$ cat src/design/ssp_regs.svh
`ifndef SSP_REGS_SVH
`define SSP_REGS_SVH
// frame: 1 rw bit (1 = read), 15 address bits, then 8 data bits
`define SSP_ADDR_W      15
`define SSP_DATA_W      8
`define SSP_FRAME_BITS  24
`define SSP_HDR_BITS    16
`define SSP_NREGS       16
`define SSP_REG_RST     8'h00
// register 0 bit layout (device-local)
`define SSP_CFG_ADDR    4'h0
`define SSP_CFG_4WIRE   3
`define SSP_CFG_PDOWN   0
`endif

$ cat src/design/ssp_pkg.sv
package ssp_pkg;
  typedef enum logic [1:0] {SSP_IDLE, SSP_HDR, SSP_DATA, SSP_DONE} ssp_state_t;
  typedef struct packed {
    logic sclk;
    logic sel_n;
    logic sdio;
  } ssp_pins_t;
endpackage

$ cat src/design/ssp_port.sv
`timescale 1ns/1ps
`include "ssp_regs.svh"
// Operation
// - a burst is exactly the interval while serial_select_n is low
// - incoming data is sampled on each of the first 24 rising serial clock edges in a burst; later edges are ignored
// - all incoming data is taken from the bidirectional data line
// - three-wire mode drives read data onto the bidirectional line
// - three-wire mode keeps serial_out_line high impedance always
// - four-wire mode presents read data on serial_out_line
// - serial_out_line released whenever select is deasserted
// - chip enable low resets registers; global_powerdown_bit keeps contents
module ssp_port (
  input  wire logic  clk,                  // system clock, 10 MHz
  input  wire logic  sys_rst,              // synchronous reset, active high
  input  wire logic  chip_en,              // chip enable pin, low clears registers
  input  wire logic  serial_clk,           // serial clock pin
  input  wire logic  serial_select_n,      // burst select pin, active low
  input  wire logic  sdio_in,              // data line input level
  output logic       sdio_out,             // data line drive value
  output logic       sdio_oe,              // data line drive enable
  output logic       serial_out_line,      // separate output value
  output logic       serial_out_oe,        // separate output enable
  output logic       global_powerdown_bit, // power-down, registers kept
  output logic       powered_down,         // device in any power-down
  output logic [7:0] reg0_value            // register 0 contents
);
  //////////////////////////////////////////////////////////////////////////
  ssp_pkg::ssp_pins_t pins;
  ssp_pkg::ssp_pins_t raw;
  logic ce_meta_r;
  logic ce_r;
  assign raw = '{sclk: serial_clk, sel_n: serial_select_n, sdio: sdio_in};
  ssp_sync u_sync (
    .clk      (clk),
    .sys_rst  (sys_rst),
    .pins_in  (raw),
    .pins_out (pins)
  );
  always_ff @(posedge clk) begin
    if (sys_rst) begin
      ce_meta_r <= 1'b0;
      ce_r      <= 1'b0;
    end else begin
      ce_meta_r <= chip_en;
      ce_r      <= ce_meta_r;
    end
  end
  //////////////////////////////////////////////////////////////////////////
  typedef struct packed {
    ssp_pkg::ssp_state_t        state;
    logic                       sclk_d;
    logic [4:0]                 cnt;
    logic [`SSP_HDR_BITS-1:0]   hdr;
    logic [`SSP_DATA_W-1:0]     shf;
    logic [`SSP_DATA_W-1:0]     rdat;
    logic                       rd;
    logic                       drv;
    logic                       dout;
  } ssp_st_t;
  ssp_st_t st_r;
  ssp_st_t st_nxt;
  logic [`SSP_DATA_W-1:0] regs_r [`SSP_NREGS];
  logic                   wr_en;
  logic [3:0]             wr_idx;
  logic [`SSP_DATA_W-1:0] wr_val;
  logic                   rise;
  logic                   fall;
  logic                   four_wire;
  assign rise = pins.sclk & ~st_r.sclk_d;
  assign fall = ~pins.sclk & st_r.sclk_d;
  assign four_wire = regs_r[0][`SSP_CFG_4WIRE];
  function automatic logic [3:0] ssp_idx(input logic [`SSP_HDR_BITS-1:0] h);
    ssp_idx = h[3:0];
  endfunction
  always_comb begin
    st_nxt = st_r;
    st_nxt.sclk_d = pins.sclk;
    wr_en  = 1'b0;
    wr_idx = ssp_idx(st_r.hdr);
    wr_val = {st_r.shf[`SSP_DATA_W-2:0], pins.sdio};
    if (pins.sel_n) begin
      st_nxt.state = ssp_pkg::SSP_IDLE;
      st_nxt.drv   = 1'b0;
      st_nxt.cnt   = 5'h00;
    end else begin
      case (st_r.state)
        ssp_pkg::SSP_IDLE: begin
          st_nxt.state = ssp_pkg::SSP_HDR;
          st_nxt.cnt   = 5'h00;
          st_nxt.rd    = 1'b0;
        end
        ssp_pkg::SSP_HDR: begin
          if (rise) begin
            st_nxt.hdr = {st_r.hdr[`SSP_HDR_BITS-2:0], pins.sdio};
            st_nxt.cnt = st_r.cnt + 5'h01;
            if (st_r.cnt == 5'(`SSP_HDR_BITS - 1)) begin
              st_nxt.state = ssp_pkg::SSP_DATA;
              st_nxt.rd    = st_r.hdr[`SSP_HDR_BITS-2];
              st_nxt.rdat  = regs_r[ssp_idx({st_r.hdr[`SSP_HDR_BITS-2:0], pins.sdio})];
            end
          end
        end
        ssp_pkg::SSP_DATA: begin
          if (fall && st_r.rd) begin
            st_nxt.drv  = 1'b1;
            st_nxt.dout = st_r.rdat[`SSP_DATA_W-1];
            st_nxt.rdat = {st_r.rdat[`SSP_DATA_W-2:0], 1'b0};
          end
          if (rise) begin
            st_nxt.shf = wr_val;
            st_nxt.cnt = st_r.cnt + 5'h01;
            if (st_r.cnt == 5'(`SSP_FRAME_BITS - 1)) begin
              st_nxt.state = ssp_pkg::SSP_DONE;
              wr_en = ~st_r.rd;
            end
          end
        end
        default: begin
          if (fall)
            st_nxt.drv = 1'b0;
        end
      endcase
    end
  end
  always_ff @(posedge clk) begin
    if (sys_rst) begin
      st_r <= '{state: ssp_pkg::SSP_IDLE, sclk_d: 1'b0, cnt: 5'h00, hdr: '0,
                shf: '0, rdat: '0, rd: 1'b0, drv: 1'b0, dout: 1'b0};
    end else begin
      st_r <= st_nxt;
    end
  end
  //////////////////////////////////////////////////////////////////////////
  // registers cleared while chip enable is low
  always_ff @(posedge clk) begin
    if (sys_rst || !ce_r) begin
      for (int i = 0; i < `SSP_NREGS; i++)
        regs_r[i] <= `SSP_REG_RST;
    end else if (wr_en) begin
      regs_r[wr_idx] <= wr_val;
    end
  end
  //////////////////////////////////////////////////////////////////////////
  always_ff @(posedge clk) begin
    if (sys_rst) begin
      sdio_out             <= 1'b0;
      sdio_oe              <= 1'b0;
      serial_out_line      <= 1'b0;
      serial_out_oe        <= 1'b0;
      global_powerdown_bit <= 1'b0;
      powered_down         <= 1'b1;
      reg0_value           <= 8'h00;
    end else begin
      sdio_out        <= st_nxt.dout;
      sdio_oe         <= st_nxt.drv & ~four_wire & ~pins.sel_n;
      serial_out_line <= st_nxt.dout;
      serial_out_oe   <= st_nxt.drv & four_wire & ~pins.sel_n;
      global_powerdown_bit <= regs_r[0][`SSP_CFG_PDOWN];
      powered_down    <= ~ce_r | regs_r[0][`SSP_CFG_PDOWN];
      reg0_value      <= regs_r[0];
    end
  end
  //////////////////////////////////////////////////////////////////////////
  a_so_hiz_3w: assert property (@(posedge clk) disable iff (sys_rst)
    !four_wire |=> !serial_out_oe || $past(four_wire, 1) == 1'b1)
    else $error("serial out driven in three-wire mode");
  a_so_off_sel: assert property (@(posedge clk) disable iff (sys_rst)
    pins.sel_n |=> !serial_out_oe && !sdio_oe)
    else $error("output driven with select high");
  a_no_both_oe: assert property (@(posedge clk) disable iff (sys_rst)
    !(sdio_oe && serial_out_oe))
    else $error("both lines driven");
  a_idle_on_sel: assert property (@(posedge clk) disable iff (sys_rst)
    pins.sel_n |=> st_r.state == ssp_pkg::SSP_IDLE)
    else $error("burst state outside select");
  a_shift_rise: assert property (@(posedge clk) disable iff (sys_rst)
    (st_r.state == ssp_pkg::SSP_HDR && !pins.sel_n && rise) |=> st_r.hdr[0] == $past(pins.sdio))
    else $error("header bit not sampled");
  a_dout_fall: assert property (@(posedge clk) disable iff (sys_rst)
    (st_r.drv && !fall) |=> st_r.dout == $past(st_r.dout) || $past(pins.sel_n))
    else $error("read data changed off falling edge");
  a_ce_clear: assert property (@(posedge clk) disable iff (sys_rst)
    !ce_r |=> regs_r[0] == 8'h00)
    else $error("registers not cleared by chip enable");
  a_4w_drive: assert property (@(posedge clk) disable iff (sys_rst)
    (st_nxt.drv && four_wire && !pins.sel_n) |=> serial_out_oe)
    else $error("four-wire read not on serial out");
  //////////////////////////////////////////////////////////////////////////
  // three-wire read must actually turn the data line around
  a_sdio_3w_drive: assert property (@(posedge clk) disable iff (sys_rst)
    (st_nxt.drv && !four_wire && !pins.sel_n) |=> sdio_oe)
    else $error("three-wire read not on data line");
  // the driven level is always the current read bit
  a_sdio_out_bit: assert property (@(posedge clk) disable iff (sys_rst)
    sdio_oe |-> sdio_out == st_r.dout)
    else $error("data line shows wrong read bit");
  a_so_out_bit: assert property (@(posedge clk) disable iff (sys_rst)
    serial_out_oe |-> serial_out_line == st_r.dout)
    else $error("serial out shows wrong read bit");
  // only a read frame may ever drive; a write frame keeps the line an input
  a_oe_only_rd: assert property (@(posedge clk) disable iff (sys_rst)
    sdio_oe |-> st_r.rd)
    else $error("data line driven during write");
  a_data_from_sdio: assert property (@(posedge clk) disable iff (sys_rst)
    (st_r.state == ssp_pkg::SSP_DATA && !pins.sel_n && rise) |=> st_r.shf[0] == $past(pins.sdio))
    else $error("data bit not taken from data line");
  // power-down bit alone must not disturb stored contents
  a_pd_keep_regs: assert property (@(posedge clk) disable iff (sys_rst)
    (ce_r && !wr_en) |=> regs_r[0] == $past(regs_r[0]))
    else $error("register changed without a write");
  a_pdn_on_ce: assert property (@(posedge clk) disable iff (sys_rst)
    !ce_r |=> powered_down)
    else $error("chip enable low not powered down");
  // a write commits only inside a burst, never on select release
  a_wr_in_burst: assert property (@(posedge clk) disable iff (sys_rst)
    wr_en |-> !pins.sel_n)
    else $error("write outside burst");
  a_idle_no_drv: assert property (@(posedge clk) disable iff (sys_rst)
    st_r.state == ssp_pkg::SSP_IDLE |-> !st_r.drv)
    else $error("drive left on in idle");
endmodule

$ cat src/design/ssp_sync.sv
`timescale 1ns/1ps
// two-flop synchroniser for the pin group
module ssp_sync (
  input  wire logic              clk,     // system clock
  input  wire logic              sys_rst, // synchronous reset
  input  wire ssp_pkg::ssp_pins_t pins_in, // raw pins
  output ssp_pkg::ssp_pins_t     pins_out // synchronised pins
);
  ssp_pkg::ssp_pins_t meta_r;
  ssp_pkg::ssp_pins_t sync_r;
  always_ff @(posedge clk) begin
    if (sys_rst) begin
      meta_r <= '{sclk: 1'b0, sel_n: 1'b1, sdio: 1'b0};
      sync_r <= '{sclk: 1'b0, sel_n: 1'b1, sdio: 1'b0};
    end else begin
      meta_r <= pins_in;
      sync_r <= meta_r;
    end
  end
  assign pins_out = sync_r;
endmodule

$ cat config.mk
export PLATFORM = sky130hd
export DESIGN_NAME = ssp_port
export DESIGN_NICKNAME = d
export VERILOG_FILES = /design/src/design/ssp_pkg.sv /design/src/design/ssp_port.sv /design/src/design/ssp_sync.sv
export VERILOG_INCLUDE_DIRS = /design/src /design/src/design
export SDC_FILE = /design/constraint.sdc
export NUM_CORES = 1
export LEC_CHECK = 0
export ABC_AREA = 1
export CAP_MARGIN = 20
export CORE_MARGIN = 5
export CORE_UTILIZATION = 57
export CTS_BUF_LIST = sky130_fd_sc_hd__clkbuf_2 sky130_fd_sc_hd__clkbuf_4 sky130_fd_sc_hd__clkbuf_8
export DETAILED_ROUTE_END_ITERATION = 8
export DONT_BUFFER_PORTS = 1
export HOLD_SLACK_MARGIN = 0.08
export PLACE_DENSITY = 0.78
export SKIP_CTS_REPAIR_TIMING = 1
export SLEW_MARGIN = 10
export SYNTH_ARGS = -nofsm -noshare
export SYNTH_HDL_FRONTEND = slang
export SYNTH_SLANG_ARGS = --single-unit
$ cat constraint.sdc
create_clock -name clk -period 3.52 [get_ports clk]
set_clock_uncertainty 0.05 [all_clocks]
set_input_delay 0.176 -clock clk [delete_from_list [all_inputs] [get_ports clk]]
set_output_delay 0.176 -clock clk [all_outputs]
set_load 0.02 [all_outputs]
Word-level counts from Yosys, hierarchy flattened:

Memories as Yosys holds them, arrays and structs flattened.
Cells that the tools add are included.

* memories kept: 1
* bits in registers: 62
* bits in writable memories: 128
* logic and storage cells: 94

Memories
* regs_r: depth 16, width 8, read ports 2, clocked after memory_dff 0, write ports 16, RTL line ssp_port.sv:62 `` logic [`SSP_DATA_W-1:0] regs_r [`SSP_NREGS]; ``

* equality and inequality tests: 9
* multiplexer cells: 31
* reductions and logical operators: 17
* bitwise operators: 13
* $add $sub $neg: 1

Operators with widths (number)
* 2-to-1 mux 21 bit: 1
* 2-to-1 mux 9 bit: 2
* 2-to-1 mux 8 bit: 2
* one-hot mux 8 bit (2 select lines): 1
* one-hot mux 5 bit (3 select lines): 1
* 2-to-1 mux 1 bit: 14
* AND reduction 3 bit: 4
* 2-to-1 mux 2 bit: 5
* != test 2 bit, second input constant: 5
* AND reduction 5 bit: 2
* OR reduction 8 bit: 1
* AND 1 bit: 6
* NOT 1 bit: 6
* one-hot mux 2 bit (3 select lines): 1
* adder 5 x 1 -> 5 bit, second input constant: 1
* equality test 5 x 4 -> 1 bit, second input constant: 1
* equality test 5 bit, second input constant: 1
* 2-to-1 mux 5 bit: 1
* 2-to-1 mux 4 bit: 1
* one-hot mux 1 bit (2 select lines): 2
* AND reduction 4 bit: 1
* nonzero test 2 bit: 2
* OR reduction 2 bit: 2
* nonzero test 3 bit: 1
* 7 further kinds: 7

Depth between registers and ports, before layout:

* word-level depth: 10
* depth in mapped cells: 12

Modules after synthesis:

Synthesis repeated with hierarchy kept, for this count alone.

* cells, all modules: 1000
* area, all modules: 8577.0 µm²

By module, submodules not included
* ssp_port: area each 8408.1 µm², times used 1, cells an instance 981, sequential area each 4924.7 µm²
* ssp_sync: area each 168.9 µm², times used 1, cells an instance 19, sequential area each 120.1 µm²

Worst setup path before layout:

Ideal clock, no wire load.

* path kind: reg-to-reg
* start: reg st_r[41] (netlist name)
* end: mem regs_r[3][0] (netlist name) (enable)
* stages on the path, launching flop included: 11
* slack: 1202 ps
* arrival time: 1939 ps
* setup time: 329 ps
* required time: 3141 ps
* buffers on the path: 0
* cell sequence: dfxtp_1 > inv_1 > ha_1 > inv_2 > nor2_4 > nand2_2 > nor4_4 > nand2_4 > nor2_8 > nand2_4 > nand2_1

RTL lines
* start: declaration: RTL line ssp_port.sv:60 `ssp_st_t st_r;`
* start signal: assignment: RTL line ssp_port.sv:127 `st_r <= '{state: ssp_pkg::SSP_IDLE, sclk_d: 1'b0, cnt: 5'h00, hdr: '0,`
* start signal: assignment: RTL line ssp_port.sv:130 `st_r <= st_nxt;`
* end: declaration: RTL line ssp_port.sv:62

==> run summary <==
status: completed
Flop pwr share: 59.0%
CP max-delay cell: dlygate4sd3_1
Pint: 0.00319 W
switching share of power: 21.1%
synth unique cells: 30
via count: 5845
cell taking the most area after synthesis: edfxtp_1
Min-Delay Path Class: in2reg
WL final: 17.9 mm
ANT nets after route: 0
largest net degree at the start of global routing: 46
post-synthesis cell area: 8280 um2
Skew-Pair Late Insertion Delay: 470 ps
final-report hold violation count: 0
Post-Synthesis Cells: 884
Synth Register Bits: 188
Max FO, Critical Path: 28
CP Buf/Inv Count: 4
Max Freq: 338 MHz
ys flop type: edfxtp_1
slew margin rel.: 37.3%
unrepaired setup endpoints after global routing: false
CP Class: in2reg
DR iter-0 viols: 742
residual DRC count: 0
Site Rows: 44
power density cells: 455 nW/um2
clk sinks: 188
CP required: 3590 ps
clock share of power: 38.4%
Reg clk slew, reported paths: 90 ps
syn avg cell area: 9.36 um2
vias in the first global route: 5337
Max-Cap Viols: 0
Period minus WS final: 2960 ps
die width: 130 um
fin util: 61.9%
ys async rst share: 0%
crit start category: input pin
CTS tree: built
crit path cell chain: dlygate4sd3_1 -> inv_1 -> buf_4 -> nand2_1 -> clkinv_1 -> nand2_1
area grow syn2layout: 7.47%
routability cong.: 0.849
sw power: 0.000853 W
Place WS: 752 ps
# H-tree levels: 4
Max clock buf depth: 2
I/O pins: 20
post-route setup slack: 560 ps
Layout Nets: 888
final worst path period share: 84.1%
Initial Util: 57.6%
setup violators final: 0
Worst EP arrival: 3030 ps
first-pass GRT wire length: 27.8 mm
fraction of layout cells with a size suffix above 1: 11.3%
synth cell count leaders: 201 x nor2_1, 176 x nand2_1, 128 x edfxtp_1, 60 x dfxtp_1, 60 x inv_1
Top Family by Delay on Critical Path: buffers and inverters
Synth top area share: 46.4%
Root Buffer Master: clkbuf_8
DR WL/cell: 16.7 um
total gr overflow: 0
critical path's most frequent cell: nand2_1
number of port buffers: 0
initial antenna violation count: 0
via/cell ratio: 5.45
Logic pwr share: 2.6%
most common cell in the netlist: nor2_1
Max Slew Vio Count: 0
Peak VDD IR: 0.319 mV
Mapped Nets: 897
Synthesis Warnings: 0
die area: 17000 um2
DIE HEIGHT: 130 um
critical path endpoint category: register
hold slack: 294 ps
Area after DPL: 8410 um2
ANT cells: 0
largest cells by area after synthesis: edfxtp_1 46%, dfxtp_1 15%, nor2_1 9.1%
Final Instance Area: 8890 um2
Core Area: 14400 um2
Worst Tran Pin Value: 939 ps
setup TNS: 0 ps
gr usage total: 21.9%
number of enable flip-flop cells after synthesis: 128
DP HPWL: 11.5 mm
drt first pass iters: 6
CTS Buf Count: 17
sequential share of the synthesized area: 61.0%
Worst path max stage delay: 1120 ps
Pleak: 3.65 nW
-- metal layers --
layer / vias up / part of all wire, % / GRT usage [%]
li1: 2849 / - / -
met1: 2708 / 43 / 30.3
met2: 250 / 46 / 33.6
met3: 38 / 9.0 / 5.28
met4: 0 / 2.4 / 8.59
met5: - / 0 / 0
-- cell usage in the layout, fill, tap and decap left out, types with 2 or more instances in the layout --
cell	n
dfxtp_1	60
nand2_4	18
dlygate4sd3_1	5
inv_1	60
clkbuf_4	2
clkinvlp_4	5
clkinv_1	8
nor2_1	199
xor2_1	2
o211ai_1	6
bufinv_16	4
nor3_1	4
nand4_1	11
nand3_1	20
nor2_8	4
a21oi_1	45
inv_6	2
inv_2	2
nor2_2	24
ha_1	7
clkbuf_8	17
nand2_1	176
o21ai_0	55
edfxtp_1	128
buf_4	7
or2_2	8
-- registers in the layout, summed over array words and instances (netlist names), 3 cells and up --
register and flops:
reg0_value 8, regs_r 128, st_r 40, u_sync.meta_r 3, u_sync.pins_out 3
-- cell families (layout without fill, tap and decap cells) --
kind of cell	after synthesis	count (layout)	share of synthesized area, %
AOI/OAI and AO/OA	108	108	6.79
adders and majority gates	7	7	1.06
DFF	188	188	61.0
buffers and inverters	111	115	5.38
xor gates and xnor gates	2	2	0.212
and+or+nand+nor	468	468	25.6
-- final cells by class --
cell class,instances,area (um2)
clock buffers,19,249
clock inverters,13,189
fillers,1182,5480
inverters,70,263
multi-input cells,585,2800
flip-flops and latches,188,5040
well taps,184,230
repair buffers,13,123
-- final timing paths --
| kind | from | endpoint | slack (ps) | cells after the start |
|---|---|---|---|---|
| worst max-delay path | sys_rst | regs_r[10][3] | 560 | 6 |
| worst min-delay path | serial_select_n | u_sync.meta_r[1] | 290 | 2 |
| worst max register to register | st_r[41] | regs_r[3][7] | 730 | 10 |
| worst min register to register | u_sync.meta_r[2] | u_sync.pins_out[2] | 370 | 2 |
-- metrics by stage --
step                total power (W)  instances
finish                      0.00405       1072
global route                0.00416       1072
floorplan                   0.00251        884
CTS                         0.00404       1067
global placement            0.00253       1035
detailed placement          0.00253       1035
-- power groups by stage --
stage	Sequential (W)	Clock, W	Combinational (W)
floorplan	0.00243	0	0.0000753
global placement	0.00244	0	0.0000946
detailed placement	0.00244	0	0.0000959
CTS	0.00239	0.00156	0.0000966
global route	0.00239	0.00165	0.000117
finish	0.00239	0.00155	0.000105
Power figures use the tool's default switching activity.
